**src/rtl/uart_sio_defines.svh**
```systemverilog
`ifndef UART_SIO_DEFINES_SVH
`define UART_SIO_DEFINES_SVH

// ------------------------------------------------------------
// register offsets (12-bit address, one byte each)
// ------------------------------------------------------------
`define ADDR_MODE1      12'hf50
`define ADDR_MODE2      12'hf51
`define ADDR_STATUS     12'hf52
`define ADDR_DATA       12'hf53
`define ADDR_PRESCALE   12'hfbe
`define ADDR_BAUD_CNT   12'hfbf

// ------------------------------------------------------------
// reset values
// ------------------------------------------------------------
`define MODE1_RST       8'h00
`define MODE2_RST       8'h00
`define PRESCALE_RST    3'h0
`define BAUD_CNT_RST    8'h00
`define DATA_RST        8'h00

// ------------------------------------------------------------
// field positions
// ------------------------------------------------------------
`define PSC_EN_BIT      2
`define PSC_SEL_HI      1
`define PSC_SEL_LO      0
`define PSC_PAD         5'h00
`define STAT_PAD        2'h0

// ------------------------------------------------------------
// framing and timing
// ------------------------------------------------------------
`define OVS_MID         2'h1
`define OVS_LAST        2'h3
`define CHAR_MIN_IDX    3'h4
`define CHAR_MAX_IDX    3'h7
`define BAUD_EXPIRE     8'h01

`endif

```
**src/rtl/uart_sio_pkg.sv**
```systemverilog
package uart_sio_pkg;

  // mode control register 1 layout, bit 7 down to bit 0
  typedef struct packed {
    logic       msb_first_select;
    logic       parity_enable;
    logic       parity_odd_select;
    logic       two_stop_bits;
    logic [1:0] char_length;
    logic       ext_clock_select;
    logic       sync_mode_select;
  } mode1_t;

  // mode control register 2 layout, bit 7 down to bit 0
  typedef struct packed {
    logic clock_pin_drive;
    logic serial_out_pin_enable;
    logic rx_error_clear;
    logic receive_enable;
    logic transmit_enable;
    logic rx_irq_en;
    logic tx_done_irq_en;
    logic tx_empty_irq_en;
  } mode2_t;

  // frame sequencer states
  typedef enum logic [2:0] {S_IDLE, S_START, S_DATA, S_PAR, S_STOP} frame_st_t;

  // one received character with its error marks
  typedef struct packed {
    logic [7:0] data;
    logic       perr;
    logic       ferr;
  } rx_word_t;

endpackage

```
**src/rtl/uart_sio_baud.sv**
```systemverilog
`include "uart_sio_defines.svh"

// prescaler plus reloadable 8-bit down-counter
module uart_sio_baud
  import uart_sio_pkg::*;
(
  input  wire logic       clk,
  input  wire logic       rst_b,
  input  wire logic       src_tick,
  input  wire logic [1:0] presc_sel,
  input  wire logic [7:0] reload,
  input  wire logic       load,
  input  wire logic       run,
  output logic            baud_clock
);

  logic [2:0] pre_cnt_r;   // prescaler phase
  logic [7:0] cnt_r;       // down-counter
  logic [2:0] pre_mask;    // phase bits that must be all ones
  logic       pre_tick;    // prescaled input pulse
  logic       expire;      // counter reached its end

  // ------------------------------------------------------------
  // prescaler: divide by 1, 2, 4 or 8
  // ------------------------------------------------------------
  assign pre_mask = 3'((4'h1 << presc_sel) - 4'h1);
  assign pre_tick = src_tick && ((pre_cnt_r & pre_mask) == pre_mask);
  assign expire   = run && pre_tick && (cnt_r == `BAUD_EXPIRE);

  // prescaler phase counter
  always_ff @(posedge clk) begin
    if (!rst_b || load) begin
      pre_cnt_r <= 3'h0;
    end else if (src_tick) begin
      pre_cnt_r <= pre_cnt_r + 3'h1;
    end
  end

  // ------------------------------------------------------------
  // down-counter: zero acts as 256
  // ------------------------------------------------------------
  always_ff @(posedge clk) begin
    if (!rst_b) begin
      cnt_r      <= `BAUD_CNT_RST;
      baud_clock <= 1'b0;
    end else begin
      baud_clock <= expire;
      if (load) begin
        cnt_r <= reload;
      end else if (expire) begin
        cnt_r <= reload;
      end else if (run && pre_tick) begin
        cnt_r <= cnt_r - 8'h01;
      end
    end
  end

endmodule

```
**src/rtl/uart_sio_rx.sv**
```systemverilog
`include "uart_sio_defines.svh"

// receive sequencer for both frame modes
module uart_sio_rx
  import uart_sio_pkg::*;
(
  input  wire logic   clk,
  input  wire logic   rst_b,
  input  wire logic   enable,
  input  mode1_t      cfg,
  input  wire logic   os_tick,
  input  wire logic   sio_rise,
  input  wire logic   sin,
  output logic        done,
  output rx_word_t    word
);

  frame_st_t  st_r;      // sequencer state
  logic [1:0] ph_r;      // quarter-bit phase
  logic [2:0] idx_r;     // data bit index
  logic [7:0] buf_r;     // assembled character
  logic [7:0] buf_nxt;   // character with current bit
  logic       perr_r;    // parity mismatch seen
  logic [2:0] last;      // index of last data bit
  logic [2:0] pos;       // bit position for this index
  logic       smp;       // sample point

  // ------------------------------------------------------------
  // decode
  // ------------------------------------------------------------
  assign last = `CHAR_MIN_IDX + {1'b0, cfg.char_length};
  assign pos  = cfg.msb_first_select ? last - idx_r : idx_r;
  assign smp  = cfg.sync_mode_select ? sio_rise
              : (os_tick && ph_r == `OVS_LAST);

  // place the sampled bit
  always_comb begin
    buf_nxt      = buf_r;
    buf_nxt[pos] = sin;
  end

  // ------------------------------------------------------------
  // sequencer
  // ------------------------------------------------------------
  always_ff @(posedge clk) begin
    if (!rst_b) begin
      st_r <= S_IDLE;
      ph_r <= 2'h0;
      idx_r <= 3'h0;
      buf_r <= 8'h00;
      perr_r <= 1'b0;
      done <= 1'b0;
      word <= '0;
    end else begin
      done <= 1'b0;
      if (os_tick) ph_r <= ph_r + 2'h1;
      if (!enable) begin
        st_r <= S_IDLE;
      end else begin
        case (st_r)
          S_IDLE: begin
            idx_r <= 3'h0;
            buf_r <= 8'h00;
            perr_r <= 1'b0;
            ph_r <= 2'h0;
            if (cfg.sync_mode_select) st_r <= S_DATA;
            else if (os_tick && !sin) st_r <= S_START;
          end
          S_START: if (os_tick && ph_r == `OVS_MID) begin
            ph_r <= 2'h0;
            st_r <= sin ? S_IDLE : S_DATA;                 // glitch reject
          end
          S_DATA: if (smp) begin
            buf_r <= buf_nxt;
            idx_r <= idx_r + 3'h1;
            if (idx_r == last) begin
              if (cfg.sync_mode_select) begin
                st_r <= S_IDLE;
                done <= 1'b1;
                word <= '{data: buf_nxt, perr: 1'b0, ferr: 1'b0};
              end else begin
                st_r <= cfg.parity_enable ? S_PAR : S_STOP;
              end
            end
          end
          S_PAR: if (smp) begin
            perr_r <= sin ^ (^buf_r) ^ cfg.parity_odd_select;
            st_r <= S_STOP;
          end
          S_STOP: if (smp) begin
            st_r <= S_IDLE;
            done <= 1'b1;
            word <= '{data: buf_r, perr: perr_r, ferr: !sin};
          end
          default: st_r <= S_IDLE;
        endcase
      end
    end
  end

endmodule

```
**src/rtl/uart_sio.sv**
```systemverilog
// The strobed register port was left to the implementer.
`include "uart_sio_defines.svh"

// How it works
// - mode bit picks UART or clocked serial
// - clock select: baud generator or clock pin
// - clock pin drive and output pin enable
// - receive enable stops or runs reception
// - transmit enable stops or runs transmission
// - optional parity, even or odd
// - char length codes give 5 to 8 bits
// - one or two stop bits
// - error clear write 0 clears errors
// - direction bit picks LSB or MSB first
// - data read clears full; first read arms
// - data write clears empty, starts sending
// - interrupt enables gate each request
// - baud enable write 1 reloads and runs
// - prescaler divides by 1, 2, 4, 8
// - prescaler upper bits read zero
// - UART bit is four shift clocks
// - baud input: prescaler tick or machine clock
// - internal clock out is baud over two
// - frame over full buffer sets overrun
module uart_sio
  import uart_sio_pkg::*;
(
  input  wire logic        CLK,
  input  wire logic        RST_B,
  input  wire logic [11:0] ADDR,
  input  wire logic [7:0]  WDATA,
  input  wire logic        WR_EN,
  input  wire logic        RD_EN,
  output logic      [7:0]  RDATA,
  input  wire logic        BRG_SRC_SEL,
  input  wire logic        PRESCALE_TICK,
  input  wire logic        SERIAL_CLOCK_PIN_I,
  output logic             SERIAL_CLOCK_PIN_O,
  output logic             SERIAL_CLOCK_PIN_OE_B,
  input  wire logic        SERIAL_IN_PIN,
  output logic             SERIAL_OUT_PIN,
  output logic             SERIAL_OUT_PIN_OE_B,
  output logic             RX_IRQ,
  output logic             TX_IRQ
);

  // ------------------------------------------------------------
  // software registers
  // ------------------------------------------------------------
  mode1_t     m1_r;           // mode control register 1
  mode2_t     m2_r;           // mode control register 2
  logic [2:0] psc_r;          // baud enable and prescale select
  logic [7:0] reload_r;       // baud reload value
  logic [7:0] tdr_r;          // transmit holding data
  logic [7:0] rdr_r;          // receive holding data
  logic       tdr_full_r;     // holding data waits to be sent
  logic       rx_full_r;      // receive holding data valid
  logic       perr_r;         // parity error flag
  logic       ove_r;          // receive lost flag
  logic       ferr_r;         // framing error flag
  logic       tx_done_r;      // transmission complete flag
  logic       rx_armed_r;     // first data read seen
  logic [7:0] rdata_r;        // read data stage

  // ------------------------------------------------------------
  // address decode
  // ------------------------------------------------------------
  logic       wr_m1;          // write mode 1
  logic       wr_m2;          // write mode 2
  logic       wr_psc;         // write prescale control
  logic       wr_reload;      // write reload value
  logic       wr_data;        // write transmit data
  logic       rd_data;        // read receive data
  logic       err_clr;        // error clear strobe
  logic       brg_load;       // baud counter reload strobe
  logic [7:0] status;         // status byte
  logic [7:0] rd_mux;         // selected read value
  logic       tx_empty;       // transmit holding empty

  assign wr_m1     = WR_EN && ADDR == `ADDR_MODE1;
  assign wr_m2     = WR_EN && ADDR == `ADDR_MODE2;
  assign wr_psc    = WR_EN && ADDR == `ADDR_PRESCALE;
  assign wr_reload = WR_EN && ADDR == `ADDR_BAUD_CNT;
  assign wr_data   = WR_EN && ADDR == `ADDR_DATA;
  assign rd_data   = RD_EN && ADDR == `ADDR_DATA;
  assign err_clr   = wr_m2 && !WDATA[5];
  assign brg_load  = wr_psc && WDATA[`PSC_EN_BIT];
  assign tx_empty  = !tdr_full_r;
  assign status    = {`STAT_PAD, perr_r, ove_r, ferr_r,
                      rx_full_r, tx_done_r, tx_empty};

  // read selection; unmapped reads give zero
  assign rd_mux =
      (ADDR == `ADDR_MODE1)    ? m1_r :
      (ADDR == `ADDR_MODE2)    ? m2_r :
      (ADDR == `ADDR_STATUS)   ? status :
      (ADDR == `ADDR_DATA)     ? rdr_r :
      (ADDR == `ADDR_PRESCALE) ? {`PSC_PAD, psc_r} :
      (ADDR == `ADDR_BAUD_CNT) ? reload_r : 8'h00;

  // ------------------------------------------------------------
  // clock selection and baud generator
  // ------------------------------------------------------------
  logic baud_clock;           // generator output pulse
  logic brg_src;              // generator input pulse
  logic pin_prev_r;           // clock pin last sample
  logic ext_rise;             // clock pin rising edge
  logic ext_fall;             // clock pin falling edge
  logic sclk_r;               // internal serial clock level
  logic sclk_run;             // internal clock may toggle
  logic os_tick;              // UART quarter-bit pulse
  logic sio_rise;             // clocked mode sample event
  logic sio_fall;             // clocked mode shift event
  logic int_clk;              // clocked mode on internal clock

  assign brg_src  = BRG_SRC_SEL ? PRESCALE_TICK : 1'b1;
  assign ext_rise = SERIAL_CLOCK_PIN_I && !pin_prev_r;
  assign ext_fall = !SERIAL_CLOCK_PIN_I && pin_prev_r;
  assign os_tick  = m1_r.ext_clock_select ? ext_rise
                                          : baud_clock;
  assign int_clk  = !m1_r.ext_clock_select;
  assign sio_rise = int_clk ? (baud_clock && sclk_run && !sclk_r)
                            : ext_rise;
  assign sio_fall = int_clk ? (baud_clock && sclk_run && sclk_r)
                            : ext_fall;

  uart_sio_baud u_baud (
    .clk        (CLK),
    .rst_b      (RST_B),
    .src_tick   (brg_src),
    .presc_sel  (psc_r[`PSC_SEL_HI:`PSC_SEL_LO]),
    .reload     (reload_r),
    .load       (brg_load),
    .run        (psc_r[`PSC_EN_BIT]),
    .baud_clock (baud_clock)
  );

  // clock pin sampling and internal clock divide by two
  always_ff @(posedge CLK) begin
    if (!RST_B) begin
      pin_prev_r <= 1'b1;
      sclk_r     <= 1'b1;
    end else begin
      pin_prev_r <= SERIAL_CLOCK_PIN_I;
      if (baud_clock && sclk_run) sclk_r <= !sclk_r;
    end
  end

  // ------------------------------------------------------------
  // transmitter
  // ------------------------------------------------------------
  frame_st_t  tx_st_r;        // sequencer state
  logic [1:0] tx_ph_r;        // quarter-bit phase
  logic [2:0] tx_idx_r;       // data bit or stop bit index
  logic [7:0] tx_sh_r;        // character being sent
  logic       sout_r;         // serial output level
  logic       sout_nxt;       // next serial output level
  logic       tx_start;       // frame start this cycle
  logic       tx_step;        // UART bit boundary
  logic       tx_fin;         // frame ends this cycle
  logic [2:0] tx_last;        // index of last data bit
  logic [2:0] tx_pos;         // bit position for index
  logic [7:0] tx_mask;        // valid data bits

  assign tx_last  = `CHAR_MIN_IDX + {1'b0, m1_r.char_length};
  assign tx_pos   = m1_r.msb_first_select ? tx_last - tx_idx_r
                                          : tx_idx_r;
  assign tx_mask  = 8'hff >> (`CHAR_MAX_IDX - tx_last);
  assign tx_step  = os_tick && tx_ph_r == `OVS_LAST;
  assign sclk_run = m1_r.sync_mode_select && m2_r.transmit_enable &&
                    (tx_st_r == S_DATA || tdr_full_r);
  assign tx_start = m2_r.transmit_enable && tdr_full_r &&
                    tx_st_r == S_IDLE &&
                    (m1_r.sync_mode_select ? sio_fall : os_tick);
  assign tx_fin   = m2_r.transmit_enable && (m1_r.sync_mode_select
      ? (tx_st_r == S_DATA && sio_rise && tx_idx_r == tx_last)
      : (tx_st_r == S_STOP && tx_step &&
         !(m1_r.two_stop_bits && tx_idx_r == 3'h0)));

  // output level for the current state
  always_comb begin
    case (tx_st_r)
      S_START: sout_nxt = 1'b0;
      S_DATA:  sout_nxt = tx_sh_r[tx_pos];
      S_PAR:   sout_nxt = (^tx_sh_r) ^ m1_r.parity_odd_select;
      default: sout_nxt = 1'b1;
    endcase
  end

  // transmit sequencer
  always_ff @(posedge CLK) begin
    if (!RST_B) begin
      tx_st_r  <= S_IDLE;
      tx_ph_r  <= 2'h0;
      tx_idx_r <= 3'h0;
      tx_sh_r  <= `DATA_RST;
      sout_r   <= 1'b1;
    end else begin
      sout_r <= sout_nxt;
      if (os_tick) tx_ph_r <= tx_ph_r + 2'h1;
      if (!m2_r.transmit_enable) begin
        tx_st_r <= S_IDLE;
      end else if (tx_start) begin
        tx_sh_r  <= tdr_r & tx_mask;
        tx_idx_r <= 3'h0;
        tx_ph_r  <= 2'h0;
        tx_st_r  <= m1_r.sync_mode_select ? S_DATA : S_START;
      end else if (tx_fin) begin
        tx_st_r <= S_IDLE;
      end else if (m1_r.sync_mode_select) begin
        if (tx_st_r == S_DATA && sio_fall) tx_idx_r <= tx_idx_r + 3'h1;
      end else if (tx_step) begin
        case (tx_st_r)
          S_START: tx_st_r <= S_DATA;
          S_DATA: begin
            tx_idx_r <= tx_idx_r + 3'h1;
            if (tx_idx_r == tx_last) begin
              tx_idx_r <= 3'h0;
              tx_st_r  <= m1_r.parity_enable ? S_PAR : S_STOP;
            end
          end
          S_PAR:   tx_st_r <= S_STOP;
          S_STOP:  tx_idx_r <= tx_idx_r + 3'h1;
          default: tx_st_r <= S_IDLE;
        endcase
      end
    end
  end

  // ------------------------------------------------------------
  // receiver
  // ------------------------------------------------------------
  logic     rx_done;          // character complete pulse
  rx_word_t rx_word;          // received character
  logic     rx_en;            // receiver may run

  assign rx_en = m2_r.receive_enable && rx_armed_r;

  uart_sio_rx u_rx (
    .clk      (CLK),
    .rst_b    (RST_B),
    .enable   (rx_en),
    .cfg      (m1_r),
    .os_tick  (os_tick),
    .sio_rise (sio_rise),
    .sin      (SERIAL_IN_PIN),
    .done     (rx_done),
    .word     (rx_word)
  );

  // ------------------------------------------------------------
  // register writes
  // ------------------------------------------------------------
  always_ff @(posedge CLK) begin
    if (!RST_B) begin
      m1_r     <= `MODE1_RST;
      m2_r     <= `MODE2_RST;
      psc_r    <= `PRESCALE_RST;
      reload_r <= `BAUD_CNT_RST;
      tdr_r    <= `DATA_RST;
    end else begin
      if (wr_m1) m1_r <= WDATA;
      if (wr_m2) m2_r <= WDATA;
      if (wr_psc) psc_r <= WDATA[`PSC_EN_BIT:`PSC_SEL_LO];
      if (wr_reload) reload_r <= WDATA;
      if (wr_data) tdr_r <= WDATA;
    end
  end

  // ------------------------------------------------------------
  // status flags: hardware set wins over clear
  // ------------------------------------------------------------
  always_ff @(posedge CLK) begin
    if (!RST_B) begin
      tdr_full_r <= 1'b0;
      tx_done_r  <= 1'b0;
      rx_full_r  <= 1'b0;
      rx_armed_r <= 1'b0;
      perr_r     <= 1'b0;
      ove_r      <= 1'b0;
      ferr_r     <= 1'b0;
      rdr_r      <= `DATA_RST;
    end else begin
      // holding register full until moved into the shifter
      if (wr_data) tdr_full_r <= 1'b1;
      else if (tx_start) tdr_full_r <= 1'b0;
      // completion flag
      if (tx_fin && !tdr_full_r) tx_done_r <= 1'b1;
      else if (wr_data) tx_done_r <= 1'b0;
      // first data read arms the receiver
      if (rd_data) rx_armed_r <= 1'b1;
      // receive buffer and errors
      if (rx_done && rx_full_r) begin
        ove_r <= 1'b1;
      end else if (rx_done) begin
        rdr_r     <= rx_word.data;
        rx_full_r <= 1'b1;
        perr_r    <= rx_word.perr | (perr_r & !err_clr);
        ferr_r    <= rx_word.ferr | (ferr_r & !err_clr);
      end else begin
        if (rd_data) rx_full_r <= 1'b0;
        if (err_clr) begin
          perr_r <= 1'b0;
          ferr_r <= 1'b0;
        end
      end
      if (err_clr && !(rx_done && rx_full_r)) ove_r <= 1'b0;
    end
  end

  // ------------------------------------------------------------
  // read port and outputs
  // ------------------------------------------------------------
  always_ff @(posedge CLK) begin
    if (!RST_B) begin
      rdata_r <= 8'h00;
      RX_IRQ  <= 1'b0;
      TX_IRQ  <= 1'b0;
    end else begin
      rdata_r <= RD_EN ? rd_mux : 8'h00;
      RX_IRQ  <= m2_r.rx_irq_en &&
                 (rx_full_r || perr_r || ove_r || ferr_r);
      TX_IRQ  <= (m2_r.tx_done_irq_en && tx_done_r) ||
                 (m2_r.tx_empty_irq_en && tx_empty);
    end
  end

  assign RDATA                 = rdata_r;
  assign SERIAL_CLOCK_PIN_O    = sclk_r;
  assign SERIAL_CLOCK_PIN_OE_B = !m2_r.clock_pin_drive;
  assign SERIAL_OUT_PIN        = sout_r;
  assign SERIAL_OUT_PIN_OE_B   = !m2_r.serial_out_pin_enable;

endmodule

```
**config.mk**
```make
export PLATFORM = sky130hd
export DESIGN_NAME = uart_sio
export DESIGN_NICKNAME = d
export VERILOG_FILES = /design/src/rtl/uart_sio_pkg.sv /design/src/rtl/uart_sio_baud.sv /design/src/rtl/uart_sio_rx.sv /design/src/rtl/uart_sio.sv
export VERILOG_INCLUDE_DIRS = /design/src /design/src/rtl
export SDC_FILE = /design/constraint.sdc
export NUM_CORES = 1
export LEC_CHECK = 0
export BUFFER_PORTS_ARGS = -buffer_cell sky130_fd_sc_hd__clkbuf_2
export CORE_ASPECT_RATIO = 1.25
export CORE_UTILIZATION = 40
export DETAILED_ROUTE_END_ITERATION = 8
export GPL_ROUTABILITY_DRIVEN = 0
export HOLD_SLACK_MARGIN = 0.08
export SLEW_MARGIN = 20
export SYNTH_ARGS = -nofsm -noshare
export SYNTH_HDL_FRONTEND = slang
export SYNTH_HIERARCHICAL = 1
export SYNTH_SLANG_ARGS = --single-unit
```
**constraint.sdc**
```tcl
create_clock -name CLK -period 7.7 [get_ports CLK]
set_input_delay 0.385 -clock CLK [delete_from_list [all_inputs] [get_ports CLK]]
set_output_delay 0.385 -clock CLK [all_outputs]
set_load 0.02 [all_outputs]
```
Yosys cells after proc, flatten, opt, wreduce, memory -nomap -nowiden
Index checks and enable logic that the tools add are counted.
- reductions and logical operators: 88
- shift-type cells: 2
- mux-type cells: 81
- bitwise operators: 11
- order comparisons: 3
- add/sub/neg operators: 11
- equality and inequality tests: 33
- operators by type and width (cell ; number):
    8-bit 2-to-1 mux ; 10
    12-bit equality test (second input constant) ; 6
    3-bit 2-to-1 mux ; 23
    1-bit logical AND ; 40
    10-bit 2-to-1 mux ; 4
    1-bit 2-to-1 mux ; 23
    10-bit one-hot mux with 2 select lines ; 1
    2-bit 2-to-1 mux ; 8
    8-bit one-hot mux with 2 select lines ; 1
    8-bit parity ; 2
    3-bit one-hot mux with 5 select lines ; 1
    2-bit AND reduction ; 7
    2-bit nonzero test ; 7
    3-bit by 2-bit equality test with 1-bit output (second input constant) ; 4
    1-bit logical NOT ; 12
    3-bit one-hot mux with 2 select lines ; 2
    3-bit one-hot mux with 4 select lines ; 1
    6-bit AND reduction ; 2
    2-bit by 1-bit != test with 1-bit output (second input constant) ; 5
    3-bit by 1-bit adder with 3-bit output (second input constant) ; 3
    3-bit equality test ; 3
    3-bit logical NOT ; 3
    3-bit nonzero test ; 3
    8-bit AND ; 1
    other kinds (37) ; 57
- register bits: 119
- output and inout port bits: 14
- logic and storage cells: 277
- bits of input ports: 28

Longest topological paths before layout
Gate-level depths: netlist of run 1.
- depth after elaboration: 12
- depth in mapped cells: 11
- gate-level depth less buffers: 9

Cells and area by module
The synthesis of run 1 kept the hierarchy.
- modules (own cells, without submodules) (module ; instances ; area an instance (µm²) ; sequential area each (µm²) ; cells each):
    uart_sio ; 1 ; 3920.0 ; 1581.5 ; 460
    uart_sio_rx ; 1 ; 1783.0 ; 560.5 ; 205
    uart_sio_baud ; 1 ; 759.5 ; 240.2 ; 93

Worst setup path after synthesis of run 1
OpenSTA, ideal clock, no wires.
- path kind: register to register
- start: register tx_st_r[1]
- end: register u_rx/word[2] in the netlist's numbering
- setup slack: 5.198 ns
- stages on the path, launching flop included: 11
- setup time: 0.116 ns
- buffers on the path: 3
- required time: 7.584 ns
- arrival: 2.385 ns
- period minus slack after synthesis: 2.502 ns
- path through: dfxtp_1 -> buf_2 -> nor3b_1 -> nor2_1 -> o31ai_1 -> nand2_1 -> a21oi_4 -> or3b_1 -> buf_6 -> clkbuf_1 -> a31o_2
- word-level cells in the longest chain between the ends: 9
- elaborated cells on any way between the ends: 10
- classes of those cells: eq/ne: 3; mux: 2; reduce/logical: 5
- RTL lines (item ; RTL line ; RTL):
    from (decl) ; uart_sio.sv:152 ; frame_st_t tx_st_r;
    from (signal assigned) ; uart_sio.sv:207 ; tx_st_r <= m1_r.sync_mode_select ? S_DATA : S_START;
    from (signal assigned) ; uart_sio.sv:219 ; tx_st_r <= m1_r.parity_enable ? S_PAR : S_STOP;
    3-bit by 2-bit equality test with 1-bit output * ; uart_sio.sv:171 ; (tx_st_r == S_DATA || tdr_full_r);
    1-bit logical OR * ; uart_sio.sv:171 ;
    1-bit logical AND * ; uart_sio.sv:170 ; assign sclk_run = m1_r.sync_mode_select && m2_r.transmit_enable &&
    1-bit logical AND * (2 in a row) ; uart_sio.sv:122 ; assign sio_rise = int_clk ? (baud_clock && sclk_run && !sclk_r)
    1-bit 2-to-1 mux * ; uart_sio.sv:122 ;
    net sio_rise ; uart_sio.sv:112 ; logic sio_rise;
    1-bit 2-to-1 mux * ; uart_sio_rx.sv:33 ; assign smp = cfg.sync_mode_select ? sio_rise
    2-bit by 1-bit != test with 1-bit output (no source line) ; -- ;
    6-bit AND reduction (no source line) * ; -- ;
    to (signal assigned) ; uart_sio_rx.sv:80 ; word <= '{data: buf_nxt, perr: 1'b0, ferr: 1'b0};
    to (signal assigned) ; uart_sio_rx.sv:93 ; word <= '{data: buf_r, perr: perr_r, ferr: !sin};
    to (decl) ; uart_sio_rx.sv:15 ; output rx_word_t word
Mark *: on every way through the listed nets, which the timed path passes. The rest lies on a longest branch.
A chain may end at the register's enable or synchronous reset.

Final worst setup path of run 1
- start: register tx_st_r[1]
- end: register u_rx/word[0] in the netlist's numbering
Same word-level chain as after synthesis.

==> results of run 1 <==
-- cells by family after synthesis --
logic type | count (synthesis)
AOI/OAI and AO/OA | 196
adders and majority gates | 15
xor gates and xnor gates | 24
muxes | 32
DFF | 119
buffers and inverters | 64
and+or+nand+nor | 308
-- layout by cell type, fill, tap and decap left out, types with 22 or more instances in the layout --
cell type	netlist	routed
sky130_fd_sc_hd__nand3_1	39	39
sky130_fd_sc_hd__nand2_1	98	98
sky130_fd_sc_hd__a21oi_1	29	29
sky130_fd_sc_hd__a21boi_0	48	48
sky130_fd_sc_hd__inv_1	22	22
sky130_fd_sc_hd__dfxtp_1	119	119
sky130_fd_sc_hd__mux2i_1	28	28
sky130_fd_sc_hd__o21ai_0	23	23
sky130_fd_sc_hd__nor2_1	39	39
sky130_fd_sc_hd__clkbuf_2	1	41
sky130_fd_sc_hd__nor2b_1	27	27
-- how the worst min path moves through the flow --
| stage | slack, ns | endpoint | startpoint |
|---|---|---|---|
| 3_3_place_gp | 0.46 | u_rx/word[0] | u_rx/word[0] |
| 3_5_place_dp | 0.45 | u_rx/word[0] | u_rx/word[0] |
| 2_1_floorplan | 0.42 | RX_IRQ | m2_r[2] |
| 6_report | 0.21 | pin_prev_r | SERIAL_CLOCK_PIN_I |
| 5_1_grt | 0.23 | pin_prev_r | SERIAL_CLOCK_PIN_I |
| 4_1_cts | 0.20 | pin_prev_r | SERIAL_CLOCK_PIN_I |
-- per-layer routing --
metal / vias to the layer above / wire, um / track usage
met5: - / 0 / 0
met4: 0 / 517 / 0.104
met3: 35 / 792 / 0.0478
met2: 160 / 8350 / 0.361
met1: 2626 / 6910 / 0.235
li1: 2770 / - / -
-- critical path, cell delays in order (launching register included) --
cell	delay [ns]
sky130_fd_sc_hd__dfxtp_1	0.47
sky130_fd_sc_hd__nor3b_1	0.50
sky130_fd_sc_hd__nor2_1	0.10
sky130_fd_sc_hd__o31ai_1	0.28
sky130_fd_sc_hd__nand2_1	0.16
sky130_fd_sc_hd__a21oi_4	0.25
sky130_fd_sc_hd__or3b_1	0.63
sky130_fd_sc_hd__or3_1	0.44
sky130_fd_sc_hd__a21boi_1	0.14
-- stage by stage --
| stage | hold slack [ns] | util | area (um2) | std cells |
|---|---|---|---|---|
| final | 0.212 | 0.468 | 7340 | 1003 |
| after global routing | 0.228 | 0.468 | 7340 | 1003 |
| after detailed placement | 0.455 | 0.430 | 6750 | 970 |
| after floorplan | 0.425 | - | 6460 | 758 |
| after CTS | 0.204 | 0.467 | 7330 | 1002 |
| after global placement | 0.455 | 0.430 | 6750 | 970 |
-- power by group through the flow --
stage | Combinational [mW] | Clock (mW) | Sequential, mW
after floorplan | 0.0268 | 0 | 0.632
after global placement | 0.0438 | 0 | 0.633
after detailed placement | 0.0451 | 0 | 0.633
after CTS | 0.0453 | 0.794 | 0.619
after global routing | 0.0496 | 0.818 | 0.619
final | 0.0453 | 0.780 | 0.619
-- cell type report --
cell class / instances / area, um2 / area share
inverters: 22 / 82.6 / 0.0112
well taps: 212 / 265 / 0.0361
multi-input cells: 575 / 3810 / 0.519
repair buffers: 43 / 220 / 0.0300
clock buffers: 20 / 457 / 0.0622
clock inverters: 12 / 128 / 0.0174
flip-flops and latches: 119 / 2380 / 0.324
==> impl_metrics.json, run 1 <==
{
  "outcome": "finished, final reports clean",
  "drt_first_pass_iters": 5,
  "max_clock_buf_depth": 2,
  "power.switching_fraction": 0.221,
  "power.net_switching_uw": 319,
  "timing.max_slew.rel_slack": 0.440,
  "p_comb_frac": 0.031,
  "route.final.wire_length_mm": 16.6,
  "regToRegSetupSlack_ns": 4.66,
  "floorplan.initialDensity": 0.412,
  "critPathLaunch": "tx_st_r[1]",
  "syn-mean-instance-area_um2": 8.53,
  "number_of_standard_cells_after_synthesis": 758,
  "place_hpwl_mm": 12.1,
  "vdd_drop_max_v": 0.000161,
  "routedWlPerCell_um": 16.5,
  "post-synth-top-count-cell": "sky130_fd_sc_hd__dfxtp_1",
  "period_needed_ns": 3.04,
  "hold_path_depth": 2,
  "num_antenna_cells": 0,
  "r2r_cells": 8,
  "synth-async-reset-ratio": 0,
  "largest_reg_flops": 10,
  "synth_top_area_share": 0.369,
  "startpoint_type": "register",
  "cts.root.buffer_cell": "sky130_fd_sc_hd__clkbuf_16",
  "core.rowCount": 51,
  "grt_pass1_vias": 5352,
  "netlist.top_cell.by_area": "sky130_fd_sc_hd__dfxtp_1",
  "clock_sinks": 119,
  "critical_path.endpoint_type": "register",
  "drt.antenna.violating_nets": 0,
  "synth_area_leaders": "sky130_fd_sc_hd__dfxtp_1, sky130_fd_sc_hd__nand2_1, sky130_fd_sc_hd__a21boi_0",
  "clock_share_of_power": 0.540,
  "flow.area_growth_from_synthesis_pct": 13.6,
  "main_combinational_cell_family_by_area_after_synthesis": "simple AND/OR/NAND/NOR gates",
  "core_area_mm2": 0.0157,
  "drv_slew": 0,
  "largest-register": "u_rx/word",
  "fraction_of_the_mapped_netlist_area_in_simple_logic_gates": 0.253,
  "p_leak_nw": 2.53,
  "number_of_synthesized_flops_with_an_enable_pin": 0,
  "syn-cell-area_mm2": 0.00646,
  "synth_ff_type": "sky130_fd_sc_hd__dfxtp_1",
  "htree_levels": 4,
  "p_seq_frac": 0.429,
  "die_w_um": 116,
  "setup_ws_ns": 4.66,
  "grt_setup_unrepaired": "false",
  "timing.setup.tns_ns": 0,
  "power.density_cell_area_mw_per_mm2": 197,
  "adder_and_majority_cell_fraction_of_the_synthesized_area": 0.0314,
  "postCtsSetupBuffers": 0,
  "synth_sequential_area_ratio": 0.369,
  "clk_latency_ns": 0.42,
  "reg2reg_to": "u_rx/word[0]",
  "grt_pass1_wl_mm": 26.6,
  "post_cts.resized_instances": 0,
  "grt_start_max_net_pins": 93,
  "maximum_clock_frequency_mhz": 329,
  "post_synth_xor_area_fraction": 0.0347,
  "groute.usage.overall": 0.207,
  "ioPinCount": 42,
  "setup_viol": 0,
  "net_count_of_the_mapped_netlist": 801,
  "total_global_routing_overflow": 0,
  "yosysUniqueCellTypes": 78,
  "detailroute.via_count": 5591,
  "critPathRequiredTime_ns": 8.05,
  "power.total_mw": 1.44,
  "cts_hold_buf": 0,
  "detailedRoute.firstIterationViolations": 409,
  "number_of_nets_in_the_layout": 821,
  "ys_ff_latch": 119,
  "drive_gt1_frac": 0.128,
  "worstPathArrival_ns": 3.39,
  "fillerInstances": 1583,
  "cts_tree": "built",
  "pre_cts_ws_ns": 4.70,
  "min_period_over_period": 0.395,
  "crit_path_max_fanout": 19,
  "grt_antenna_before_repair": 0,
  "fin_worst_skew_ns": 0.00650,
  "worst_slew_pin_slew_ns": 0.837,
  "worst_setup_path_endpoint": "u_rx/word[0]",
  "yosysWarningCount": 6,
  "ys_top_cells_by_count": "sky130_fd_sc_hd__dfxtp_1, sky130_fd_sc_hd__nand2_1, sky130_fd_sc_hd__a21boi_0",
  "die_h_um": 144,
  "port-buffer-count": 41,
  "max_cap_check_violation_count": 0,
  "cts_buffers": 17,
  "hold_viol_final": 0,
  "synth_area_in_compound_gates": 0.217,
  "holdCritPathClass": "in2reg",
  "synth_mux_area_frac": 0.0525,
  "vias_per_cell": 5.57,
  "internal-power_mw": 1.13,
  "drcViolationCount": 0,
  "r2r-start": "tx_st_r[1]",
  "worstSetupPathType": "reg2reg",
  "die_area_mm2": 0.0167,
  "cts.clk_slew.worst_paths_ns": 0.05
}
Power figures use the tool's default switching activity.
==> run 2, diff against run 1 <==
==> constraint.sdc (replaced) <==
create_clock -name CLK -period 2.5 [get_ports CLK]
set_input_delay 0.125 -clock CLK [delete_from_list [all_inputs] [get_ports CLK]]
set_output_delay 0.125 -clock CLK [all_outputs]
set_load 0.02 [all_outputs]
==> run 2 against run 1 <==
Net effect: total power rose to 3.5 times the previous value; count of clock-buffer cells in the layout is 3 higher; utilization grew 3.5 points; critical path depth grew 2; via count rose by 4.5%; clock power grew to 3.7 times the previous value; cell count increased by 4.0%; combinational power grew to 3.5 times the previous value; critical endpoint is now SERIAL_OUT_PIN; largest cell class unchanged; largest power group unchanged; highest routed layer unchanged.
==> impl_metrics.json, run 2 (synthesis gave the netlist of run 1 again) <==
{
  "detailroute.via_count": 5841,
  "htree_levels": 4,
  "hold_path_depth": 3,
  "grt_setup_unrepaired": "true",
  "cts_tree": "built",
  "most_common_cell_after_layout_fill_and_taps_aside": "sky130_fd_sc_hd__dfxtp_1",
  "worstPathArrival_ns": 2.71,
  "die_area_mm2": 0.0167,
  "final_cell_mix": "sky130_fd_sc_hd__dfxtp_1, sky130_fd_sc_hd__nand2_1, sky130_fd_sc_hd__a21boi_0",
  "port-buffer-count": 41,
  "total_global_routing_overflow": 0,
  "pre_cts_ws_ns": -0.0496,
  "floorplan.initialDensity": 0.412,
  "worstSetupPathType": "reg2reg",
  "place_hpwl_mm": 12.6,
  "detailedRoute.firstIterationViolations": 382,
  "regToRegSetupSlack_ns": 0.08,
  "min_period_over_period": 0.966,
  "stdcell_area_mm2": 0.00789,
  "drt.antenna.violating_nets": 0,
  "num_antenna_cells": 0,
  "holdWs_ns": 0.0913,
  "fin_worst_skew_ns": 0.00691,
  "vdd_drop_max_v": 0.000439,
  "clock_sinks": 119,
  "holdCritPathClass": "in2reg",
  "cts_buffers": 17,
  "max_cap_check_violation_count": 0,
  "setup_ws_ns": 0.0841,
  "number_of_nets_in_the_layout": 862,
  "post_dp_cell_area_mm2": 0.00702,
  "cts.clk_slew.worst_paths_ns": 0.05,
  "drive_gt1_frac": 0.176,
  "r2r-start": "m1_r[2]",
  "power.total_mw": 4.98,
  "cts.root.buffer_cell": "sky130_fd_sc_hd__clkbuf_16",
  "grt_pass1_vias": 5835,
  "timing.setup.tns_ns": 0,
  "max_clock_buf_depth": 2,
  "period_needed_ns": 2.42,
  "ioPinCount": 42,
  "die_h_um": 144,
  "maximum_clock_frequency_mhz": 414,
  "clk_latency_ns": 0.42,
  "final_cell_count_no_fill": 1043,
  "power.density_cell_area_mw_per_mm2": 632,
  "hold_path.startpoint": "WDATA[2]",
  "core_area_mm2": 0.0157,
  "groute.usage.overall": 0.218,
  "startpoint_type": "register",
  "reg2reg_to": "SERIAL_OUT_PIN",
  "grt_pass1_wl_mm": 28.3,
  "timing.max_slew.rel_slack": 0.462,
  "hold_viol_final": 0,
  "worst_slew_pin_slew_ns": 0.801,
  "route.final.wire_length_mm": 17.5,
  "critPathRequiredTime_ns": 2.80,
  "vias_per_cell": 5.60,
  "setup_viol": 0,
  "critical_path.endpoint_type": "register",
  "grt_antenna_before_repair": 0,
  "grt_start_max_net_pins": 95,
  "dp.cells": 1004,
  "die_w_um": 116,
  "drv_slew": 0,
  "largest-register": "u_rx/word",
  "r2r_cells": 10,
  "hold-path-endpoint": "m1_r[2]",
  "drcViolationCount": 0,
  "largest_reg_flops": 10,
  "layout.core_utilization": 0.502,
  "outcome": "finished, final reports clean",
  "p_leak_nw": 2.83,
  "postCtsSetupBuffers": 0,
  "routedWlPerCell_um": 16.7,
  "core.rowCount": 51,
  "flow.area_growth_from_synthesis_pct": 22.0,
  "crit_path_max_fanout": 4,
  "drt_first_pass_iters": 5
}
run 2: cell count changes in the layout (fill, tap and decap cells not counted), sizes merged:
cell / previous run / this run
bufinv: 2 / 7
dlygate4sd3: 0 / 8
clkbuf: 61 / 64
clkinv: 6 / 1
buf: 2 / 35
clkinvlp: 4 / 0
run 2: layout make-up:
class	count	area, um2
repair buffers	84	564
multi-input cells	575	3880
inverters	22	85.1
flip-flops and latches	119	2380
fillers	1508	7810
clock buffers	23	488
well taps	212	265
clock inverters	8	215
run 2: repair_timing:
| item | in CTS | in global routing |
|---|---|---|
| gates resized for setup | 3 | 17 |
| pin swaps | 0 | 6 |
| setup endpoints to repair | 5 | 15 |
| hold endpoints to repair | 19 | 0 |
| hold buffers | 8 | 0 |
run 2: metal layers:
metal / global-route usage / share of wire / routed length (um)
met5: 0 / 0 / 0
met4: 0.0857 / 0.026 / 448
met3: 0.0436 / 0.039 / 680
met2: 0.384 / 0.50 / 8800
met1: 0.258 / 0.43 / 7530
run 2: worst max path at each step:
stage,end,slack [ns],cells after the start,startpoint
after floorplan,u_rx/word[3],0.04,9,m1_r[2]
after global placement,u_rx/word[3],-0.001,9,m1_r[2]
after detailed placement,SERIAL_OUT_PIN,-0.05,10,m1_r[2]
after CTS,u_rx/word[7],0.003,9,m1_r[2]
after global routing,u_rx/word[6],-0.02,10,m1_r[2]
final,SERIAL_OUT_PIN,0.08,10,m1_r[2]
run 2: worst max-delay path, cell delays in order (launching register included):
cell	delay (ns)
sky130_fd_sc_hd__dfxtp_2	0.32
sky130_fd_sc_hd__buf_6	0.11
sky130_fd_sc_hd__inv_4	0.05
sky130_fd_sc_hd__ha_4	0.12
sky130_fd_sc_hd__inv_2	0.04
sky130_fd_sc_hd__fa_1	0.49
sky130_fd_sc_hd__mux2i_4	0.25
sky130_fd_sc_hd__mux2i_1	0.24
sky130_fd_sc_hd__mux4_2	0.26
sky130_fd_sc_hd__a31oi_1	0.07
sky130_fd_sc_hd__or3b_1	0.36
run 2: where the power goes:
part / internal (mW) / switching [mW]
combinational: 0.0634 / 0.0931
sequential: 1.90 / 0.00439
clock: 2.07 / 0.849
==> run 3, diff against run 2 <==
--- a/config.mk
+++ b/config.mk
@@ -8,7 +8,7 @@
 export LEC_CHECK = 0
 export BUFFER_PORTS_ARGS = -buffer_cell sky130_fd_sc_hd__clkbuf_2
 export CORE_ASPECT_RATIO = 1.25
-export CORE_UTILIZATION = 40
+export CORE_UTILIZATION = 45
 export DETAILED_ROUTE_END_ITERATION = 8
 export GPL_ROUTABILITY_DRIVEN = 0
 export HOLD_SLACK_MARGIN = 0.08
==> run 3 against run 2 <==
Net effect: die area fell by 11%; non-clock buffer count rose by 4; combinational power rose by 3%; flip-flop and latch count did not move; register-to-register slack barely moved; wire length fell by 0.28%; first-iteration DRC count fell by 0.79%; via count barely moved; sequential power barely moved; clock power fell by 4%; critical path depth fell by 1.
==> impl_metrics.json, run 3 (synthesis gave the netlist of run 1 again) <==
{
  "min_period_over_period": 0.965,
  "die_area_mm2": 0.0148,
  "routedWlPerCell_um": 17.2,
  "grt_setup_unrepaired": "true",
  "die_w_um": 109,
  "detailroute.via_count": 5844,
  "outcome": "finished, final reports clean",
  "port-buffer-count": 41,
  "dp.cells": 969,
  "setup_ws_ns": 0.0870,
  "p_leak_nw": 2.82,
  "total_global_routing_overflow": 0,
  "htree_levels": 4,
  "cts.clk_slew.worst_paths_ns": 0.06,
  "route.met3.wl_um": 664,
  "groute.usage.overall": 0.244,
  "final_cell_count_no_fill": 1010,
  "timing.max_slew.rel_slack": 0.458,
  "power.density_cell_area_mw_per_mm2": 624,
  "cts_tree": "built",
  "clock_sinks": 119,
  "maximum_clock_frequency_mhz": 414,
  "grt_pass1_wl_mm": 27.7,
  "r2r_cells": 9,
  "holdCritPathClass": "in2reg",
  "timing.setup.tns_ns": 0,
  "clk_latency_ns": 0.42,
  "fin_worst_skew_ns": 0.00571,
  "ioPinCount": 42,
  "hold_path_depth": 4,
  "drv_slew": 0,
  "core.rowCount": 48,
  "largest_reg_flops": 10,
  "dr.max_layer_used": "met4",
  "postCtsSetupBuffers": 0,
  "max_clock_buf_depth": 2,
  "grt_start_max_net_pins": 37,
  "crit_path_max_fanout": 3,
  "pre_cts_ws_ns": -0.0895,
  "core_area_mm2": 0.0139,
  "die_h_um": 136,
  "worst_slew_pin_slew_ns": 0.808,
  "vdd_drop_max_v": 0.000504,
  "drcViolationCount": 0,
  "final_cell_mix": "sky130_fd_sc_hd__dfxtp_1, sky130_fd_sc_hd__nand2_1, sky130_fd_sc_hd__a21boi_0",
  "drt.antenna.violating_nets": 0,
  "route.final.wire_length_mm": 17.4,
  "period_needed_ns": 2.41,
  "critical_path.endpoint_type": "register",
  "drt_first_pass_iters": 7,
  "worstSetupPathType": "reg2reg",
  "floorplan.initialDensity": 0.464,
  "flow.area_growth_from_synthesis_pct": 20.4,
  "setup_viol": 0,
  "critPathRequiredTime_ns": 2.81,
  "cts_buffers": 17,
  "hold_viol_final": 0,
  "place_hpwl_mm": 12.7,
  "worstPathArrival_ns": 2.72,
  "layout.core_utilization": 0.558,
  "most_common_cell_after_layout_fill_and_taps_aside": "sky130_fd_sc_hd__dfxtp_1",
  "grt_pass1_vias": 5548,
  "routed_wl_met2_mm": 8.76,
  "detailedRoute.firstIterationViolations": 379,
  "num_antenna_cells": 0,
  "holdWs_ns": 0.151,
  "cts.root.buffer_cell": "sky130_fd_sc_hd__clkbuf_16",
  "vias_per_cell": 5.79,
  "drive_gt1_frac": 0.168,
  "startpoint_type": "register",
  "largest-register": "u_rx/word",
  "max_cap_check_violation_count": 0,
  "met1_layer_wirelength_in_the_final_routing_mm": 7.50,
  "number_of_nets_in_the_layout": 866,
  "grt_antenna_before_repair": 0
}
==> run 3: cell types whose count changed in the layout (fill, tap and decap cells not counted), moves of 2 or more <==
| cell | before | now |
|---|---|---|
| sky130_fd_sc_hd__a22oi_1 | 8 | 10 |
| sky130_fd_sc_hd__a22oi_2 | 2 | 0 |
| sky130_fd_sc_hd__buf_4 | 33 | 37 |
| sky130_fd_sc_hd__clkinv_2 | 1 | 3 |
| sky130_fd_sc_hd__dlygate4sd3_1 | 8 | 10 |
| sky130_fd_sc_hd__inv_1 | 20 | 22 |
==> run 3: per-layer routing <==
| layer | vias to the layer above | GRT usage |
|---|---|---|
| met5 | - | 0 |
| met4 | 0 | 0.107 |
| met3 | 31 | 0.0523 |
| met2 | 133 | 0.412 |
| met1 | 2814 | 0.293 |
| li1 | 2866 | - |
==> run 3: critical path, stage by stage (launching register included) <==
cell and delay, ns:
sky130_fd_sc_hd__dfxtp_2 0.34, sky130_fd_sc_hd__inv_1 0.04, sky130_fd_sc_hd__ha_1 0.18, sky130_fd_sc_hd__inv_1 0.07, sky130_fd_sc_hd__fa_1 0.44, sky130_fd_sc_hd__or3b_4 0.40, sky130_fd_sc_hd__a211oi_2 0.22, sky130_fd_sc_hd__mux2i_1 0.26
sky130_fd_sc_hd__a211oi_1 0.11, sky130_fd_sc_hd__a31o_2 0.24
==> run 3: timing repair <==
action,CTS,global route
endpoints found under the setup margin,3,5
pin swaps,2,1
hold buffers,10,0
gates cloned,0,0
endpoints found under the hold margin,26,0
resized for setup,3,4
==> run 3: report_power, final <==
| part | switching (mW) | internal, mW |
|---|---|---|
| registers | 0.00503 | 1.90 |
| logic | 0.0956 | 0.0665 |
| clock network | 0.849 | 1.94 |
==> run 3: area by class of cell <==
class	instances	area, um2
timing repair buffer	88	583
inverter	22	82.6
clock buffer	22	474
clock inverter	9	195
sequential	119	2380
multi-input combinational	575	3840
fill	1346	6150
tap	175	219
==> run 3: per-stage QoR <==
step	cell area [um2]	power (mW)
6_report	7780	4.86
3_3_place_gp	6980	2.09
3_5_place_dp	6980	2.10
4_1_cts	7760	4.90
5_1_grt	7780	4.99
2_1_floorplan	6470	2.03
==> run 3: path summary, 6_finish.rpt <==
check                                  start  slack (ns)                  end
worst max-delay path                 m1_r[2]        0.09         u_rx/word[3]
worst min-delay path             BRG_SRC_SEL        0.15  u_baud/pre_cnt_r[0]
worst min register to register  u_rx/word[0]        0.46         u_rx/word[0]
worst max register to register       m1_r[2]        0.09         u_rx/word[3]
